$ cat config.mk
export PLATFORM = sky130hd
export DESIGN_NAME = pir_regs
export DESIGN_NICKNAME = d
export VERILOG_FILES = /design/src/core/pir_pkg.sv /design/src/core/pir_nvm_mem.sv /design/src/core/pir_regs.sv
export SDC_FILE = /design/constraint.sdc
export NUM_CORES = 1
export LEC_CHECK = 0
export BUFFER_PORTS_ARGS = -buffer_cell sky130_fd_sc_hd__clkbuf_2
export CAP_MARGIN = 20
export CELL_PAD_IN_SITES_DETAIL_PLACEMENT = 1
export CELL_PAD_IN_SITES_GLOBAL_PLACEMENT = 2
export CORE_MARGIN = 2
export CORE_UTILIZATION = 43
export DETAILED_ROUTE_END_ITERATION = 10
export PLACE_DENSITY = 0.86
export SLEW_MARGIN = 10
export SYNTH_ARGS = -nofsm -noshare
export SYNTH_HDL_FRONTEND = slang
export SYNTH_SLANG_ARGS = --single-unit
$ cat constraint.sdc
create_clock -name clock -period 8.7 [get_ports clock]
set_input_delay 0.87 -clock clock [delete_from_list [all_inputs] [get_ports clock]]
set_output_delay 0.87 -clock clock [all_outputs]
set_load 0.05 [all_outputs]
$ cat src/core/pir_pkg.sv
package pir_pkg;

  // ----------------------------------------------------------------
  // Command codes
  // ----------------------------------------------------------------
  localparam logic [7:0] CMD_USER_REV = 8'h9B;
  localparam logic [7:0] CMD_SERIAL   = 8'h9E;
  localparam logic [7:0] CMD_DEV_ID   = 8'hAD;
  localparam logic [7:0] CMD_DEV_REV  = 8'hAE;

  // ----------------------------------------------------------------
  // Block payload lengths in bytes
  // ----------------------------------------------------------------
  localparam logic [7:0] LEN_USER_REV = 8'h03;
  localparam logic [7:0] LEN_SERIAL   = 8'h03;
  localparam logic [7:0] LEN_DEV_ID   = 8'h06;
  localparam logic [7:0] LEN_DEV_REV  = 8'h02;

  // ----------------------------------------------------------------
  // Revision field positions
  // ----------------------------------------------------------------
  localparam int REV_MAJOR_MSB = 15;
  localparam int REV_MAJOR_LSB = 12;
  localparam int REV_MINOR_MSB = 11;
  localparam int REV_MINOR_LSB = 8;
  localparam int REV_SUB_MSB   = 7;
  localparam int REV_SUB_LSB   = 0;

  // ----------------------------------------------------------------
  // Identity values (arbitrary neutral values)
  // ----------------------------------------------------------------
  localparam logic [47:0] DEV_ID_VALUE    = 48'h0605_0403_0201;
  localparam logic [3:0]  REV_MAJOR_VALUE = 4'h1;
  localparam logic [3:0]  REV_MINOR_VALUE = 4'h0;
  localparam logic [7:0]  REV_SUB_VALUE   = 8'h00;

  // ----------------------------------------------------------------
  // Communication status layout and reset values
  // ----------------------------------------------------------------
  localparam int         INVALID_CMD_BIT   = 7;
  localparam int         INVALID_DATA_BIT  = 6;
  localparam logic [7:0] COMM_STATUS_RESET = 8'h00;
  localparam logic [7:0] CHECKSUM_RESET   = 8'h00;
  localparam logic [7:0] RD_FILL_BYTE     = 8'hFF;

  // ----------------------------------------------------------------
  // Non-volatile image layout
  // ----------------------------------------------------------------
  localparam logic [2:0] NVM_USER_REV_BASE = 3'h0;
  localparam logic [2:0] NVM_SERIAL_BASE   = 3'h3;
  localparam logic [2:0] NVM_LAST          = 3'h5;
  localparam int         NVM_DEPTH         = 6;

  typedef enum logic [1:0]
  {
    ST_LOAD  = 2'b00,
    ST_IDLE  = 2'b01,
    ST_STORE = 2'b10
  } pir_state_type;

  typedef struct packed
  {
    logic [7:0] code;
    logic       write;
  } pir_txn_type;

  typedef struct packed
  {
    logic       valid;
    logic [7:0] data;
  } pir_byte_type;

endpackage

$ cat src/core/pir_nvm_mem.sv
`timescale 1ns/100ps

// Small byte store standing in for the non-volatile array; read data is registered.
module pir_nvm_mem
  import pir_pkg::*;
(
  input  wire logic       clock,
  input  wire logic       wr_en,
  input  wire logic [2:0] wr_addr,
  input  wire logic [7:0] wr_data,
  input  wire logic [2:0] rd_addr,
  output logic      [7:0] rd_data
);

  logic [7:0] mem [0:NVM_DEPTH-1];

  always_ff @(posedge clock)
  begin
    if (wr_en)
    begin
      mem[wr_addr] <= wr_data;
    end
  end

  always_ff @(posedge clock)
  begin
    rd_data <= mem[rd_addr];
  end

endmodule

$ cat src/core/pir_regs.sv
`timescale 1ns/100ps

// How it works
// - Three-byte user revision store, writable, kept in the NVM image, loaded at reset.
// - Serial number command takes only block read and block write of three bytes.
// - Serial number is plain 24-bit writable data kept in the NVM image.
// - The NVM checksum covers the serial number bytes as well.
// - Device identifier answers a six-byte block read, byte 0 lowest; no write.
// - Device revision answers a two-byte block read; no write.
// - Revision: major in 15:12, minor in 11:8, sub-minor in 7:0.
// - Writing a read-only command sets the summary bit and status bit 7.
// - A flagged invalid command pulls the alert line to the host.
module pir_regs
  import pir_pkg::*;
(
  input  wire logic         clock,
  input  wire logic         reset,
  input  wire logic         txn_start,
  input  wire pir_txn_type  txn,
  input  wire pir_byte_type wr_byte,
  input  wire logic         txn_end,
  input  wire logic         rd_req,
  output logic      [7:0]   rd_data,
  output logic              rd_valid,
  output logic              cmd_hit,
  output logic              busy,
  input  wire logic         store_req,
  output logic              store_done,
  input  wire logic         clear_faults,
  output logic              comm_fault_summary,
  output logic      [7:0]   comm_status_register,
  output logic              alert_n,
  output logic      [7:0]   nvm_checksum
);

  // ----------------------------------------------------------------
  // State
  // ----------------------------------------------------------------
  pir_state_type state_r;
  pir_state_type state_nxt;

  logic [47:0] live_r;
  logic [7:0]  active_code_r;
  logic        active_write_r;
  logic        active_r;
  logic [3:0]  idx_r;
  logic [7:0]  wr_len_r;
  logic [23:0] wr_buf_r;
  logic [2:0]  nvm_idx_r;
  logic        ld_capture_r;
  logic [7:0]  checksum_r;
  logic [7:0]  comm_status_r;
  logic [7:0]  rd_data_r;
  logic        rd_valid_r;
  logic        store_done_r;
  logic        alert_n_r;
  logic        hit_r;

  logic [7:0]  mem_q;
  logic        mem_we;
  logic [7:0]  cur_len;
  logic [47:0] cur_value;
  logic        cur_hit;
  logic        cur_ro;
  logic        start_ok;
  logic        inv_cmd_set;
  logic        ivd_set;
  logic        commit;

  function automatic logic [7:0] len_of(input logic [7:0] code);
    if (code == CMD_USER_REV)
      return LEN_USER_REV;
    else if (code == CMD_SERIAL)
      return LEN_SERIAL;
    else if (code == CMD_DEV_ID)
      return LEN_DEV_ID;
    else if (code == CMD_DEV_REV)
      return LEN_DEV_REV;
    else
      return 8'h00;
  endfunction

  // ----------------------------------------------------------------
  // Command decode
  // ----------------------------------------------------------------
  always_comb
  begin
    cur_len   = len_of(active_code_r);
    cur_value = 48'h0000_0000_0000;
    if (active_code_r == CMD_USER_REV)
      cur_value = {24'h00_0000, live_r[23:0]};
    else if (active_code_r == CMD_SERIAL)
      cur_value = {24'h00_0000, live_r[47:24]};
    else if (active_code_r == CMD_DEV_ID)
      cur_value = DEV_ID_VALUE;
    else if (active_code_r == CMD_DEV_REV)
      cur_value = {32'h0000_0000, REV_MAJOR_VALUE, REV_MINOR_VALUE, REV_SUB_VALUE};
  end

  assign cur_hit  = (len_of(txn.code) != 8'h00);
  assign cur_ro   = (txn.code == CMD_DEV_ID) || (txn.code == CMD_DEV_REV);
  assign start_ok = txn_start && (state_r == ST_IDLE);
  assign inv_cmd_set = start_ok && cur_hit && txn.write && cur_ro;
  assign commit   = txn_end && active_r && active_write_r
                    && (wr_len_r == cur_len) && (idx_r == 4'h4);
  assign ivd_set  = txn_end && active_r && active_write_r && !commit;
  assign busy     = (state_r != ST_IDLE);

  // ----------------------------------------------------------------
  // Load and store sequencing
  // ----------------------------------------------------------------
  always_comb
  begin
    state_nxt = state_r;
    case (state_r)
      ST_LOAD:
        if (ld_capture_r && nvm_idx_r == NVM_LAST)
          state_nxt = ST_IDLE;
      ST_IDLE:
        if (store_req && !active_r)
          state_nxt = ST_STORE;
      ST_STORE:
        if (nvm_idx_r == NVM_LAST)
          state_nxt = ST_IDLE;
      default:
        state_nxt = ST_LOAD;
    endcase
  end

  always_ff @(posedge clock)
  begin
    if (reset)
      state_r <= ST_LOAD;
    else
      state_r <= state_nxt;
  end

  // The read address runs one step ahead of capture to cover the memory latency.
  always_ff @(posedge clock)
  begin
    if (reset)
    begin
      nvm_idx_r    <= 3'h0;
      ld_capture_r <= 1'b0;
    end
    else if (state_r == ST_LOAD)
    begin
      ld_capture_r <= 1'b1;
      if (ld_capture_r && nvm_idx_r != NVM_LAST)
        nvm_idx_r <= nvm_idx_r + 3'h1;
    end
    else if (state_r == ST_STORE)
    begin
      ld_capture_r <= 1'b0;
      nvm_idx_r    <= (nvm_idx_r == NVM_LAST) ? 3'h0 : nvm_idx_r + 3'h1;
    end
    else
    begin
      ld_capture_r <= 1'b0;
      nvm_idx_r    <= 3'h0;
    end
  end

  assign mem_we = (state_r == ST_STORE);

  pir_nvm_mem u_nvm
  (
    .clock   (clock),
    .wr_en   (mem_we),
    .wr_addr (nvm_idx_r),
    .wr_data (live_r[8*nvm_idx_r +: 8]),
    .rd_addr ((state_r == ST_LOAD && ld_capture_r) ? nvm_idx_r + 3'h1 : nvm_idx_r),
    .rd_data (mem_q)
  );

  // Live copy: filled from the image at reset, replaced by committed writes.
  always_ff @(posedge clock)
  begin
    if (reset)
      live_r <= 48'h0000_0000_0000;
    else if (state_r == ST_LOAD && ld_capture_r)
      live_r[8*nvm_idx_r +: 8] <= mem_q;
    else if (commit && active_code_r == CMD_USER_REV)
      live_r[23:0] <= wr_buf_r;
    else if (commit && active_code_r == CMD_SERIAL)
      live_r[47:24] <= wr_buf_r;
  end

  // Sum over every image byte, serial number included.
  always_ff @(posedge clock)
  begin
    if (reset)
      checksum_r <= CHECKSUM_RESET;
    else if (state_r == ST_LOAD && ld_capture_r)
      checksum_r <= ((nvm_idx_r == NVM_USER_REV_BASE) ? 8'h00 : checksum_r) + mem_q;
    else if (state_r == ST_STORE)
      checksum_r <= ((nvm_idx_r == NVM_USER_REV_BASE) ? 8'h00 : checksum_r)
                    + live_r[8*nvm_idx_r +: 8];
  end

  always_ff @(posedge clock)
  begin
    if (reset)
      store_done_r <= 1'b0;
    else
      store_done_r <= (state_r == ST_STORE) && (nvm_idx_r == NVM_LAST);
  end

  // ----------------------------------------------------------------
  // Transaction tracking
  // ----------------------------------------------------------------
  always_ff @(posedge clock)
  begin
    if (reset)
    begin
      active_r       <= 1'b0;
      active_code_r  <= 8'h00;
      active_write_r <= 1'b0;
      hit_r          <= 1'b0;
    end
    else if (start_ok)
    begin
      active_r       <= cur_hit && !(txn.write && cur_ro);
      active_code_r  <= txn.code;
      active_write_r <= txn.write;
      hit_r          <= cur_hit;
    end
    else if (txn_end)
    begin
      active_r <= 1'b0;
      hit_r    <= 1'b0;
    end
  end

  // Byte 0 of a block write is the count; data follows low byte first.
  always_ff @(posedge clock)
  begin
    if (reset)
    begin
      idx_r    <= 4'h0;
      wr_len_r <= 8'h00;
      wr_buf_r <= 24'h00_0000;
    end
    else if (start_ok)
      idx_r <= 4'h0;
    else if (active_r && active_write_r && wr_byte.valid)
    begin
      if (idx_r == 4'h0)
        wr_len_r <= wr_byte.data;
      else if (idx_r <= 4'h3)
        wr_buf_r[8*(idx_r-4'h1) +: 8] <= wr_byte.data;
      if (idx_r != 4'hF)
        idx_r <= idx_r + 4'h1;
    end
    else if (active_r && !active_write_r && rd_req && idx_r != 4'hF)
      idx_r <= idx_r + 4'h1;
  end

  // Block read answers the count first, then the value low byte first.
  always_ff @(posedge clock)
  begin
    if (reset)
    begin
      rd_data_r  <= 8'h00;
      rd_valid_r <= 1'b0;
    end
    else
    begin
      rd_valid_r <= active_r && !active_write_r && rd_req;
      if (active_r && !active_write_r && rd_req)
      begin
        if (idx_r == 4'h0)
          rd_data_r <= cur_len;
        else if ({4'h0, idx_r} <= cur_len)
          rd_data_r <= cur_value[8*(idx_r-4'h1) +: 8];
        else
          rd_data_r <= RD_FILL_BYTE;
      end
    end
  end

  // ----------------------------------------------------------------
  // Fault flags and alert
  // ----------------------------------------------------------------
  // A fault that lands in the clearing cycle survives the clear.
  always_ff @(posedge clock)
  begin
    if (reset)
      comm_status_r <= COMM_STATUS_RESET;
    else
    begin
      if (clear_faults)
        comm_status_r <= COMM_STATUS_RESET;
      if (inv_cmd_set)
        comm_status_r[INVALID_CMD_BIT] <= 1'b1;
      if (ivd_set)
        comm_status_r[INVALID_DATA_BIT] <= 1'b1;
    end
  end

  always_ff @(posedge clock)
  begin
    if (reset)
      alert_n_r <= 1'b1;
    else if (inv_cmd_set || ivd_set)
      alert_n_r <= 1'b0;
    else if (clear_faults)
      alert_n_r <= 1'b1;
  end

  assign rd_data              = rd_data_r;
  assign rd_valid             = rd_valid_r;
  assign cmd_hit              = hit_r;
  assign store_done           = store_done_r;
  assign comm_status_register = comm_status_r;
  assign comm_fault_summary   = (comm_status_r != 8'h00);
  assign alert_n              = alert_n_r;
  assign nvm_checksum         = checksum_r;

endmodule

==> results of run 1 <==
## layer usage
layer	vias up	track usage, %	share of wire (%)
li1	3716	-	-
met1	3973	37.6	49
met5	-	0	0.040
met4	2	9.08	2.8
met2	223	37.4	42
met3	46	5.33	6.0
## cells in the final DEF (no fill, tap or decap), types with 13 or more instances in the layout
master | synthesis | final
sky130_fd_sc_hd__buf_4 | 13 | 15
sky130_fd_sc_hd__o2bb2ai_1 | 13 | 13
sky130_fd_sc_hd__nand3_1 | 25 | 25
sky130_fd_sc_hd__clkbuf_2 | 0 | 48
sky130_fd_sc_hd__mux2i_1 | 52 | 52
sky130_fd_sc_hd__nand2_1 | 84 | 84
sky130_fd_sc_hd__ha_1 | 24 | 24
sky130_fd_sc_hd__inv_1 | 21 | 21
sky130_fd_sc_hd__edfxtp_1 | 48 | 48
sky130_fd_sc_hd__nand2b_1 | 17 | 17
sky130_fd_sc_hd__a22oi_1 | 16 | 16
sky130_fd_sc_hd__mux4_2 | 19 | 19
sky130_fd_sc_hd__a31oi_1 | 16 | 16
sky130_fd_sc_hd__nor3_1 | 51 | 51
sky130_fd_sc_hd__clkbuf_16 | 0 | 17
sky130_fd_sc_hd__dfxtp_1 | 130 | 130
sky130_fd_sc_hd__o21ai_0 | 39 | 39
sky130_fd_sc_hd__a21oi_1 | 43 | 43
sky130_fd_sc_hd__nor2_1 | 97 | 97
sky130_fd_sc_hd__nor2b_1 | 28 | 28
## critical path, stage by stage (launching register included)
cell,delay [ns]
sky130_fd_sc_hd__dfxtp_1,0.32
sky130_fd_sc_hd__buf_4,0.27
sky130_fd_sc_hd__inv_2,0.18
sky130_fd_sc_hd__ha_1,0.34
sky130_fd_sc_hd__or2_2,0.34
sky130_fd_sc_hd__o21a_1,0.18
sky130_fd_sc_hd__o22ai_1,0.69
sky130_fd_sc_hd__nand2_1,0.13
sky130_fd_sc_hd__ha_1,0.32
sky130_fd_sc_hd__or4b_2,0.68
sky130_fd_sc_hd__nor4_2,0.35
sky130_fd_sc_hd__nand4_2,0.39
sky130_fd_sc_hd__mux2i_1,0.27
sky130_fd_sc_hd__nor2_1,0.06
## flip-flops by register name, indices dropped and copies added, names as in the netlist, 2 cells and up
name	flops
live_r	48
u_nvm.mem	48
wr_buf_r	24
active_code_r	8
nvm_checksum	8
rd_data	8
u_nvm.rd_data	8
wr_len_r	8
idx_r	4
nvm_idx_r	3
comm_status_register	2
state_r	2
## cell families after synthesis
group                      synth area share [%]
AOI/OAI and AO/OA                          16.7
xor gates and xnor gates                   1.28
adders and majority gates                  3.34
buffers and inverters                      4.53
DFF                                        42.2
muxes                                      10.4
other                                    0.0391
and+or+nand+nor                            21.5
## metrics by stage
stage	util, %	instances	setup WS (ns)
after global routing	48.4	1305	3.58
after detailed placement	45.6	1271	4.03
after global placement	45.6	1271	4.13
after floorplan	-	998	4.83
final	48.4	1305	4.03
after CTS	48.3	1303	4.00
## report_power, final
group	switching, mW	internal, mW
Sequential	0.0248	0.866
Combinational	0.117	0.0659
Clock	0.388	0.384
Total	0.530	1.32
## synth_stat cells, drive strengths merged (5+ instances only)
master,n
dfxtp,130
nor2,97
nand2,84
nor3,56
mux2i,52
edfxtp,48
a21oi,43
clkbuf,40
o21ai,39
nor2b,28
buf,27
nand3,26
ha,24
inv,23
a211oi,20
mux4,19
nand2b,17
a22oi,16
a31oi,16
and2,13
o2bb2ai,13
a221oi,11
a22o,10
and3b,10
xnor2,9
a311oi,8
nor3b,8
or2,7
nand4,6
or3,6
and3,5
nor4,5
xor2,5
## final cells by class
cell class / instances / share of cell area [%]
Multi-Input combinational cell: 729 / 48.7
Inverter: 23 / 0.818
Tap cell: 280 / 3.32
Sequential cell: 178 / 38.3
Clock inverter: 15 / 1.51
Timing Repair Buffer: 63 / 3.34
Clock buffer: 17 / 4.03
## final timing paths
check        slack, ns  cells past startpoint      endpoint       start
max               4.03                     13  wr_buf_r[23]    idx_r[0]
min               0.47                      2    rd_data[0]  rd_data[0]
min reg2reg       0.47                      2    rd_data[0]  rd_data[0]
max reg2reg       4.03                     13  wr_buf_r[23]    idx_r[0]
==> run summary, run 1 <==
The average cell area after synthesis was 9.65 um^2; the detailed-routing iteration count for the pre-antenna-repair pass was 5. The total setup buffers inserted after CTS is 0, and the vertical extent of the die is 153 um. The sum of internal, switching and leakage power is 1.85 mW.

The type of origin of the critical path is a flip-flop. The number of global-route vias before repair is 8014, and the post-synthesis async set-or-reset flop share is 0%. For the count of nets after finishing, the log shows 1062.

No sink is reached through more buffers than the 2 on the longest clock path. The worst IR drop on VDD came out at 0.109 mV. For the headroom to the max-slew limit, the log shows 23.9%. In the final layout, the share of cells above drive strength 1 is 15.9%. Summing all flip-flop and latch instances after layout gives 4040 um^2. Of all nets on the critical path, the largest fanout is 24. The tree built by TritonCTS fans out to 178 sinks. After synthesis the cells add up to 9590 um^2.

Clock latency on the worst-skew pair, taken at its later pin, is 0.45 ns. Setup violations remaining at the end of the flow were counted as 0. The detailed router placed 7960 vias in this run.

The ratio of final minimum period to clock period is 53.7%. Hold is met by 0.469 ns. In this run the horizontal extent of the chip is 153 um. The total power per unit cell area was 175 nW/um^2. In the synthesized netlist the dominant register cell turns out to be sky130_fd_sc_hd__dfxtp_1. The total half-perimeter wirelength after legalization and detailed placement is 21.7 mm, and the share of Yosys cell area claimed by the top area cell type is 27.1%. Entering global routing, the biggest net connects 63 pins. For the total number of placement rows, the log shows 54.

The tool flagged a number of max-cap violations equal to 0. The analysis attributes to cell leakage a power of 3.81 nW. The TritonCTS buffer count is 17. Relative to the synthesized area, the layout overhead comes to 10.1%.

The tools report the final number of max-transition violations as 0. The tools report the endpoint type of the worst setup path as a flip-flop. The number of hold buffers added after cts came out at 0. The synthesized design contains 48 enable-type register cells. sky130_fd_sc_hd__dfxtp_1 takes more of the synthesized area than any other cell. For the number of nets with antenna violations after detailed routing, the log shows 0.

The run gives 0 as the hold violation total from the final report. The initial utilization of the core area, before any placement, comes to 43.9%. The tree is rooted in a sky130_fd_sc_hd__clkbuf_16. The core region is 21800 um^2.

After clock tree synthesis, the clock-pin slew on the worst setup and hold paths is 0.07 ns. The tools report the sum of negative setup slack as 0 ns. The run finished with clean final reports. At the end of routability-driven placement, the weighted congestion stood at 0.884. In the final routed layout, each cell accounts on average for 22.8 um. Once layout is done, the placed cells without fillers occupy 10600 um^2.

Global routing used 25.7% of the available tracks. The tools report the standard cell area after detailed placement as 9960 um^2. In the final layout, the multi-input gates occupy 5140 um^2.

Input and output buffers added on the ports amount to 48. The total overflow left after global routing is 0. The Yosys step of the flow raised 0 warnings.

The routed design has 29.7 mm of wire. The tools report the arrival time at the worst endpoint as 4.98 ns. The worst path in the final design needs a cycle of 4.67 ns, including I/O delays and setup. The slew at the pin closest to its max-slew limit came out at 1.13 ns. The logs give 55 for the number of top-level pins and 4 for the maximum level of the CTS H-tree.

In this run, post-CTS repair resized a total of 0 instances. The run gives 0 as the total DRC errors in the routed layout. In this run, the number of DRC markers left after iteration 0 of detailed routing was 710. After synthesis, the cell types taking the most area are sky130_fd_sc_hd__dfxtp_1 (27%), sky130_fd_sc_hd__edfxtp_1 (15%), sky130_fd_sc_hd__mux2i_1 (5.4%). The worst hold path belongs to the class flip-flop to flip-flop.

TritonCTS built the clock tree. After synthesis the netlist holds a flip-flop and latch count of 178. The repair_antennas step left the layout with diodes totalling 0. Counting distinct cell types in the post-synthesis netlist gives 87. The tools report the fraction of the yosys area taken by sequential cells as 42.2%. Setup repair after global routing left no endpoint under its margin. The first-pass GRT wire length was 46.9 mm.

For the synthesized netlist cell count, the log shows 993. STA puts the critical path data required time at 9.00 ns. The worst clock skew was 0.0135 ns.

The floorplan step defined a die boundary enclosing 23500 um^2. The layout has 2474 filler cells. The run gives 2 as the initial antenna violation count. The worst setup path is of the flip-flop to flip-flop kind. For this run, the top clock speed supported by timing is 214 MHz. Dividing the detail-routed via count by the number of cells gives 6.10.
(Power assumes the default switching activity.)
==> inputs of run 2 (changes only) <==
Settings changed: ABC_AREA set to 1, CORE_UTILIZATION 43 to 35, PLACE_DENSITY 0.86 to 0.79.
Clock period 8.7 ns to 4.9 ns, I/O delays scaled along.
==> run 2 against run 1 <==
  * Register-to-register slack got worse by 3.1 ns
  * Routed wire length up 21%
  * Largest power group unchanged
  * Sequential power is 80% higher
  * Hold slack got worse by 0.19 ns
  * Global-route usage is essentially flat
==> run summary, run 2 <==
The total DRC errors in the routed layout was 0 (unchanged); the arrival time at the worst endpoint was 4.32 ns (was 4.98 ns). The worst endpoint required time is 5.24 ns (was 9.00 ns), and the final RePlAce weighted congestion is 0.862 (was 0.884). The internal portion of total power is 2.41 mW (was 1.32 mW). Cell types occupying the most area after synthesis: sky130_fd_sc_hd__dfxtp_1 (27%), sky130_fd_sc_hd__edfxtp_1 (15%), sky130_fd_sc_hd__nand2_1 (12%) (was sky130_fd_sc_hd__dfxtp_1 (27%), sky130_fd_sc_hd__edfxtp_1 (15%), sky130_fd_sc_hd__mux2i_1 (5.4%)).

The minimum period implied by the final worst setup slack is 3.97 ns (was 4.67 ns), and the detailed-routing iteration count for the pre-antenna-repair pass is 5 (unchanged). The clock-pin transition on the worst setup and hold timing paths works out to 0.08 ns (was 0.07 ns). The average cell area after synthesis works out to 7.10 um^2 (was 9.65 um^2).

The maximum clock rate came out at 252 MHz (was 214 MHz). The leading cell type in the layout, fill and taps excluded was sky130_fd_sc_hd__nand2_1 (was sky130_fd_sc_hd__dfxtp_1). For the total leakage power, the log shows 4.60 nW (was 3.81 nW). The maximum clock insertion buffer count was 2 (unchanged); the clock insertion delay at the later pin of the skew report was 0.45 ns (about the same). Critical path class: flip-flop to flip-flop (unchanged). Highest-count cells in the layout ignoring fill and taps: sky130_fd_sc_hd__nand2_1 (307), sky130_fd_sc_hd__nor2_1 (180), sky130_fd_sc_hd__inv_1 (147) (was sky130_fd_sc_hd__dfxtp_1 (130), sky130_fd_sc_hd__nor2_1 (97), sky130_fd_sc_hd__nand2_1 (84)).

The initial antenna violation count is 0 (was 2), and the xor and xnor area share after synthesis is 1.09% (was 1.28%). The tools report the count of nets after finishing as 1450 (was 1062). The vertical extent of the die was 171 um (was 153 um); the number of buffer and inverter instances along the worst setup path was 5 (was 2). The share of Yosys cell area claimed by the top area cell type was 26.7% (was 27.1%). Leading post-synthesis cells by instance count: sky130_fd_sc_hd__nand2_1 (308), sky130_fd_sc_hd__nor2_1 (180), sky130_fd_sc_hd__inv_1 (148) (was sky130_fd_sc_hd__dfxtp_1 (130), sky130_fd_sc_hd__nor2_1 (97), sky130_fd_sc_hd__nand2_1 (84)). The ratio of final minimum period to clock period is 81.1% (was 53.7%). The run finished with clean final reports. The endpoint type of the worst setup path was a flip-flop (unchanged). Area of the core: 27600 um^2 (was 21800 um^2).

The share of synthesized cell area in and, or, nand and nor gates came out at 28.4% (was 21.5%). The total power per unit cell area works out to 319 nW/um^2 (was 175 nW/um^2). The run gives 0 (unchanged) as the count of endpoints failing setup in the final report.

The tools report the worst hold margin as 0.282 ns (was 0.469 ns). The family of cells with the greatest summed delay on the critical path is simple AND/OR/NAND/NOR gates (unchanged). The number of top-level pins was 55 (unchanged); the slew at the pin closest to its max-slew limit was 1.12 ns (was 1.13 ns). The run gives 0 (unchanged) as the number of maximum-capacitance constraint violations. The run gives 46.1% (was 48.3%) as the portion of total power attributed to sequential cells. The number of nets with antenna violations after detailed routing was 0 (unchanged); the number of antenna cells inserted was 0 (unchanged). The run gives 57 (was 63) as the pin count of the biggest net entering global routing. The worst IR drop on VDD was 0.158 mV (was 0.109 mV); the total setup buffers inserted after CTS was 0 (unchanged). The worst clock skew came out at 0.0132 ns (was 0.0135 ns). The logs give 27.0 mm (was 21.7 mm) for the total half-perimeter wirelength after legalization and detailed placement and 61 (was 54) for the total number of placement rows.

The cell with the most instances after synthesis is sky130_fd_sc_hd__nand2_1 (was sky130_fd_sc_hd__dfxtp_1). The tools report the detailed-route wire length as 36.1 mm (was 29.7 mm). Top flop regs: live_r x48, u_nvm.mem x48, wr_buf_r x24 (unchanged). For the detailed-route via count, the log shows 9358 (was 7960). The tools report the number of design-rule violations left by the first detailed-router iteration as 561 (was 710). TritonCTS built the clock tree. The post-synthesis compound-gate area fraction was 16.2% (was 16.7%); the net switching share of the total power was 31.0% (was 28.7%). For the total track usage, the log shows 25.6% (was 25.7%).

The slowest cell on the critical path was sky130_fd_sc_hd__dfxtp_1 (was sky130_fd_sc_hd__o22ai_1). The synthesis-to-layout area growth was 12.1% (was 10.1%). The share of cells above drive strength 1 came out at 9.20% (was 15.9%). The most used flip-flop cell after synthesis was sky130_fd_sc_hd__dfxtp_1 (unchanged). The vias per cell was 5.23 (was 6.10).

Cells along the critical path: inv_6, ha_1, nand2_1, inv_1, nand2_4, ha_1, inv_1, nand4_1, nor3_1, inv_1, nor2_1, nand2_1, nor2_2, buf_4, nand3_1, nand2_1, nor2_1 (was buf_4, inv_2, ha_1, or2_2, o21a_1, o22ai_1, nand2_1, ha_1, or4b_2, nor4_2, nand4_2, mux2i_1, nor2_1). The post-synthesis sequential element count is 178 (unchanged), and the layout filler cell count is 3577 (was 2474). The tools report the type of origin of the critical path as a flip-flop (unchanged). The non-filler instance count after layout came out at 1791 (was 1305). The most area-hungry cell type in the Yosys netlist was sky130_fd_sc_hd__dfxtp_1 (unchanged).

The class of the most critical hold timing path was primary input to flip-flop (was flip-flop to flip-flop). Number of synthesis warnings: 0 (unchanged). Multiplexer share of the synthesized area: 0.103% (was 10.4%). The synthesized netlist cell count is 1373 (was 993). The fraction of the mapped netlist area in adder cells works out to 3.28% (was 3.34%).

The combinational fraction of design power was 12.7% (was 9.9%); the post-synthesis async set-or-reset flop share was 0% (unchanged). Number of clock sinks: 178 (unchanged). The leftover overflow at the end of global routing came out at 0 (unchanged). The main combinational cell family by area after synthesis is simple AND/OR/NAND/NOR gates (unchanged). The tools report the number of hold buffers added after cts as 0 (unchanged). The logs give 25.0% (was 23.9%) for the headroom to the max-slew limit and 56.3 mm (was 46.9 mm) for the first-pass GRT wire length. The synthesized cell area is 9750 um^2 (was 9590 um^2), and the number of enable-type register cells in the synthesized netlist is 48 (unchanged). The sum of negative setup slack came out at 0 ns (unchanged).

The maximum fanout encountered on the critical timing path was 15 (was 24); the die footprint was 29200 um^2 (was 23500 um^2). The chip width was 171 um (was 153 um); the distinct cell type count after synthesis was 55 (was 87). The sum of internal, switching and leakage power was 3.48 mW (was 1.85 mW). The run gives 4 (unchanged) as the maximum level of the CTS H-tree. Setup repair after global routing left no endpoint under its margin. The root buffer cell is sky130_fd_sc_hd__clkbuf_16 (unchanged). The number of port buffers was 48 (unchanged); the net load switching power was 1.08 mW (was 0.530 mW).

The number of cells after detailed placement is 1758 (was 1271). The fraction of the yosys area taken by sequential cells is 41.5% (was 42.2%), and the clock share of power is 41.2% (was 41.8%). TritonCTS buffer count: 17 (unchanged). The initial standard-cell utilization of the core was 35.3% (was 43.9%); the number of global-route vias before repair was 9499 (was 8014).

The run gives 0 (unchanged) as the final number of max-transition violations. The delay of the slowest cell on the worst path came out at 0.70 ns (was 0.69 ns). The tools report the quantity of gates resized following cts as 0 (unchanged).

The hold violation total from the final report was 0 (unchanged); the final routed wire length divided by cell count was 20.1 um (was 22.8 um).
==> run 2: cell types whose count changed after synthesis, moves of 12 or more <==
cell and change:
sky130_fd_sc_hd__a211oi_1 -12, sky130_fd_sc_hd__and2_1 -12, sky130_fd_sc_hd__inv_1 +127, sky130_fd_sc_hd__mux4_2 -19, sky130_fd_sc_hd__mux2i_1 -51, sky130_fd_sc_hd__nor3_1 -30, sky130_fd_sc_hd__a21oi_1 +90, sky130_fd_sc_hd__nand2b_1 -17
sky130_fd_sc_hd__nand2_1 +224, sky130_fd_sc_hd__o21ai_0 +42, sky130_fd_sc_hd__nor2_1 +83, sky130_fd_sc_hd__nand3_1 +82, sky130_fd_sc_hd__nor2b_1 -28
==> run 2: worst min-delay path, delay by kind of cell <==
| kind | cells | cell delay (ns) |
|---|---|---|
| simple gates | 1 | 0.05 |
| buf+inv | 1 | 0.09 |
| compound gates | 1 | 0.08 |
==> run 2: stage by stage <==
stage	util [%]	worst slack [ns]	cell area (um^2)
floorplan	-	1.88	9770
global placement	37.3	0.988	10300
detailed placement	37.3	0.907	10300
CTS	39.5	0.888	10900
global route	39.6	0.515	10900
finish	39.6	0.927	10900
==> run 2: final timing paths <==
check	start	to	slack, ns	cells past startpoint
max	idx_r[0]	wr_buf_r[20]	0.93	17
min	clear_faults	alert_n	0.28	3
max reg2reg	idx_r[0]	wr_buf_r[20]	0.93	17
min reg2reg	active_code_r[6]	active_code_r[6]	0.46	2
==> run 2: area by class of cell <==
type / count / area [um^2] / share of cell area (%)
Multi-Input combinational cell: 979 / 4820 / 44.1
Sequential cell: 178 / 4040 / 37.0
Inverter: 157 / 597 / 5.46
Tap cell: 378 / 473 / 4.33
Clock buffer: 17 / 425 / 3.89
Timing Repair Buffer: 67 / 383 / 3.50
Clock inverter: 15 / 189 / 1.73
==> run 2: cells by family (layout without fill, tap and decap cells) <==
| logic type | Yosys count | in the layout |
|---|---|---|
| and+or+nand+nor | 656 | 656 |
| AOI/OAI and AO/OA | 281 | 281 |
| buffers and inverters | 221 | 256 |
| DFF | 178 | 178 |
| adders and majority gates | 25 | 25 |
| xor gates and xnor gates | 10 | 10 |
| other | 1 | 6 |
| muxes | 1 | 1 |
==> run 2: routing by layer <==
layer	vias up	wire length (um)	track usage (%)
li1	4577	-	-
met2	219	16200	40.7
met5	-	0	0
met4	0	986	8.62
met3	56	1310	3.54
met1	4506	17600	35.8
==> run 2: power by group through the flow <==
stage | logic, mW | clock network, mW | registers, mW
floorplan | 0.281 | 0 | 1.63
global placement | 0.434 | 0 | 1.64
detailed placement | 0.439 | 0 | 1.64
CTS | 0.441 | 1.46 | 1.60
global route | 0.491 | 1.52 | 1.61
finish | 0.444 | 1.44 | 1.60
==> inputs of run 3 (changes only) <==
Settings changed: ABC_AREA 1 to 0, CORE_UTILIZATION 35 to 40, PLACE_DENSITY 0.79 to 0.81.
Clock period 4.9 ns to 3.95 ns, I/O delays scaled along.
==> run 3 against run 2 <==
  * First-iteration DRC count up 13%
  * Clock power up 23%
  * Global-route usage down 1.2 points
  * Routed wire length down 16%
  * Maximum frequency up 7.9%
  * Critical path depth down 5
  * Total power up 19%
  * Non-clock buffer count up 24
  * Sequential power up 22%
  * Critical path type unchanged
==> run summary, run 3 (synthesis results as in run 1) <==
The tools report the root buffer cell as sky130_fd_sc_hd__clkbuf_16 (unchanged). The number of buffer and inverter instances along the worst setup path was 1 (was 5); the total power per unit cell area was 381 nW/um^2 (was 319 nW/um^2). The run gives 0 (unchanged) as the hold violation total from the final report. The logs give 55 (unchanged) for the number of top-level pins and 0 (unchanged) for the number of nets with antenna violations after detailed routing.

The type of origin of the critical path was a flip-flop (unchanged). The clock insertion delay at the later pin of the skew report is 0.45 ns (about the same). Family of cells with the greatest summed delay on the critical path: simple AND/OR/NAND/NOR gates (unchanged). The headroom to the max-slew limit is 33.1% (was 25.0%).

The slew at the pin closest to its max-slew limit works out to 0.992 ns (was 1.12 ns). The run gives 2 (unchanged) as the maximum clock insertion buffer count. The layout filler cell count was 2689 (was 3577). The initial standard-cell utilization of the core was 40.8% (was 35.3%). The logs give 3.98 nW (was 4.60 nW) for the total leakage power and 0 (unchanged) for the final number of max-transition violations. The run gives 0 (unchanged) as the leftover overflow at the end of global routing. The endpoint type of the worst setup path is a flip-flop (unchanged). The class of the most critical hold timing path was primary input to flip-flop (unchanged). The pre-CTS setup slack was 0.222 ns (was 0.907 ns). The run finished with clean final reports. The count of nets after finishing came out at 1090 (was 1450). Die footprint: 25200 um^2 (was 29200 um^2). The delay of the slowest cell on the worst path came out at 0.73 ns (was 0.70 ns). For the total track usage, the log shows 24.4% (was 25.6%).

The logs give 3.97 ns (was 4.32 ns) for the arrival time at the worst endpoint and 635 (was 561) for the number of design-rule violations left by the first detailed-router iteration. The maximum fanout encountered on the critical timing path is 8 (was 15), and the post-layout worst setup margin is 0.266 ns (was 0.927 ns). The run gives 7 (was 5) as the detailed-routing iteration count for the pre-antenna-repair pass. Total DRC errors in the routed layout: 0 (unchanged). The share of cells above drive strength 1 was 18.1% (was 9.20%); the clock-pin transition on the worst setup and hold timing paths was 0.09 ns (was 0.08 ns). The worst clock skew is 0.0187 ns (was 0.0132 ns), and the final RePlAce weighted congestion is 0.877 (was 0.862). The cell count of the worst reg-to-reg path is 12 (was 17).

For the count of endpoints failing setup in the final report, the log shows 0 (unchanged). The critical path class was flip-flop to flip-flop (unchanged). TritonCTS built the clock tree.

The slowest cell on the critical path was sky130_fd_sc_hd__or4b_2 (was sky130_fd_sc_hd__dfxtp_1). The run gives 7997 (was 9358) as the detailed-route via count. The logs give 22.5 mm (was 27.0 mm) for the total half-perimeter wirelength after legalization and detailed placement and 0.286 mV (was 0.158 mV) for the worst IR drop on VDD. The logs give 47.8 mm (was 56.3 mm) for the first-pass GRT wire length and 271 MHz (was 252 MHz) for the maximum clock rate.

Maximum level of the CTS H-tree: 4 (unchanged). Top flop regs: live_r x48, u_nvm.mem x48, wr_buf_r x24 (unchanged). The area of the core is 23500 um^2 (was 27600 um^2), and the worst hold margin is 0.195 ns (was 0.282 ns).

Number of hold buffers added after cts: 0 (unchanged). The minimum period implied by the final worst setup slack is 3.68 ns (was 3.97 ns), and the number of global-route vias before repair is 8109 (was 9499). The vertical extent of the die came out at 159 um (was 171 um). By instance count, the cell type seen most on the critical path is sky130_fd_sc_hd__ha_1.

The tools report the detailed-route wire length as 30.4 mm (was 36.1 mm). The number of port buffers was 48 (unchanged); the TritonCTS buffer count was 17 (unchanged). The number of instances on the worst hold path came out at 3 (unchanged).

The number of maximum-capacitance constraint violations was 0 (unchanged). The worst endpoint required time is 4.24 ns (was 5.24 ns). The chip width is 159 um (was 171 um). The ratio of final minimum period to clock period came out at 93.3% (was 81.1%).

The total number of placement rows was 56 (was 61). The run gives 69 (was 57) as the pin count of the biggest net entering global routing. Cells along the critical path: inv_2, ha_1, or2_2, o21a_1, o22ai_1, nand3_1, ha_1, or4b_2, nor4_4, nand4_4, mux2i_1, nor2_1 (was inv_6, ha_1, nand2_1, inv_1, nand2_4, ha_1, inv_1, nand4_1, nor3_1, inv_1, nor2_1, nand2_1, nor2_2, buf_4, nand3_1, nand2_1, nor2_1). The synthesis-to-layout area growth came out at 13.6% (was 12.1%).

The run gives 0 (unchanged) as the initial antenna violation count. The number of clock sinks came out at 178 (unchanged). Leading cell type in the layout, fill and taps excluded: sky130_fd_sc_hd__dfxtp_1 (was sky130_fd_sc_hd__nand2_1). Highest-count cells in the layout ignoring fill and taps: sky130_fd_sc_hd__dfxtp_1 (130), sky130_fd_sc_hd__nor2_1 (97), sky130_fd_sc_hd__nand2_1 (84) (was sky130_fd_sc_hd__nand2_1 (307), sky130_fd_sc_hd__nor2_1 (180), sky130_fd_sc_hd__inv_1 (147)). The vias per cell works out to 5.82 (was 5.23). The final routed wire length divided by cell count is 22.1 um (was 20.1 um), and the number of stages on the worst setup path is 12 (was 17).
==> run 3: cell count changes in the layout (fill, tap and decap cells not counted), moves of 51 or more <==
cell	change
sky130_fd_sc_hd__nand2_1	-223
sky130_fd_sc_hd__inv_1	-126
sky130_fd_sc_hd__a21oi_1	-90
sky130_fd_sc_hd__nor2_1	-83
sky130_fd_sc_hd__nand3_1	-82
sky130_fd_sc_hd__mux2i_1	+51
==> run 3: power by group <==
group / internal (mW) / switching [mW]
Sequential: 1.91 / 0.0461
Clock: 0.871 / 0.898
Combinational: 0.157 / 0.266
Total: 2.94 / 1.21
==> run 3: final cells by class <==
type                    instances  area (um^2)  area share [%]
flip-flops and latches        178         4040            37.1
repair buffers                 91          566            5.19
multi-input cells             729         5160            47.4
clock inverters                15          200            1.84
inverters                      23         86.3           0.793
diodes                          1         2.50          0.0230
well taps                     319          399            3.67
clock buffers                  17          425            3.91
==> run 3: worst reg2reg max path, stage by stage, from the launching register on <==
cell	delay, ns
sky130_fd_sc_hd__dfxtp_1	0.35
sky130_fd_sc_hd__inv_2	0.04
sky130_fd_sc_hd__ha_1	0.19
sky130_fd_sc_hd__or2_2	0.31
sky130_fd_sc_hd__o21a_1	0.18
sky130_fd_sc_hd__o22ai_1	0.32
sky130_fd_sc_hd__nand3_1	0.16
sky130_fd_sc_hd__ha_1	0.31
sky130_fd_sc_hd__or4b_2	0.73
sky130_fd_sc_hd__nor4_4	0.33
sky130_fd_sc_hd__nand4_4	0.29
sky130_fd_sc_hd__mux2i_1	0.24
sky130_fd_sc_hd__nor2_1	0.07
==> run 3: timing repair <==
item,4_1_cts,5_1_grt
setup buffers,0,0
endpoints found under the hold margin,0,0
endpoints found under the setup margin,0,13
gates resized for setup,0,3
==> run 3: metrics by stage <==
step	std cells	area [um^2]	utilization [%]	total power, mW	setup TNS, ns
2_1_floorplan	998	9610	-	2.28	0
3_3_place_gp	1340	10200	43.6	2.41	0
3_5_place_dp	1340	10200	43.6	2.42	0
4_1_cts	1372	10900	46.3	4.18	0
5_1_grt	1372	10900	46.4	4.29	-0.0576
6_report	1373	10900	46.4	4.15	0
==> run 3: worst paths after layout <==
check	startpoint	endpoint	slack, ns
max	idx_r[0]	wr_buf_r[17]	0.27
min	txn[7]	active_code_r[6]	0.20
max reg2reg	idx_r[0]	wr_buf_r[17]	0.27
min reg2reg	nvm_checksum[3]	nvm_checksum[3]	0.47
==> run 3: routing by layer <==
layer  GRT usage [%]  routed length (um)  vias up
met4            7.51                 632        0
li1                -                   -     3771
met3            4.10                1600       40
met1            34.9               14400     3989
met2            37.8               13800      197
met5               0                   0        -
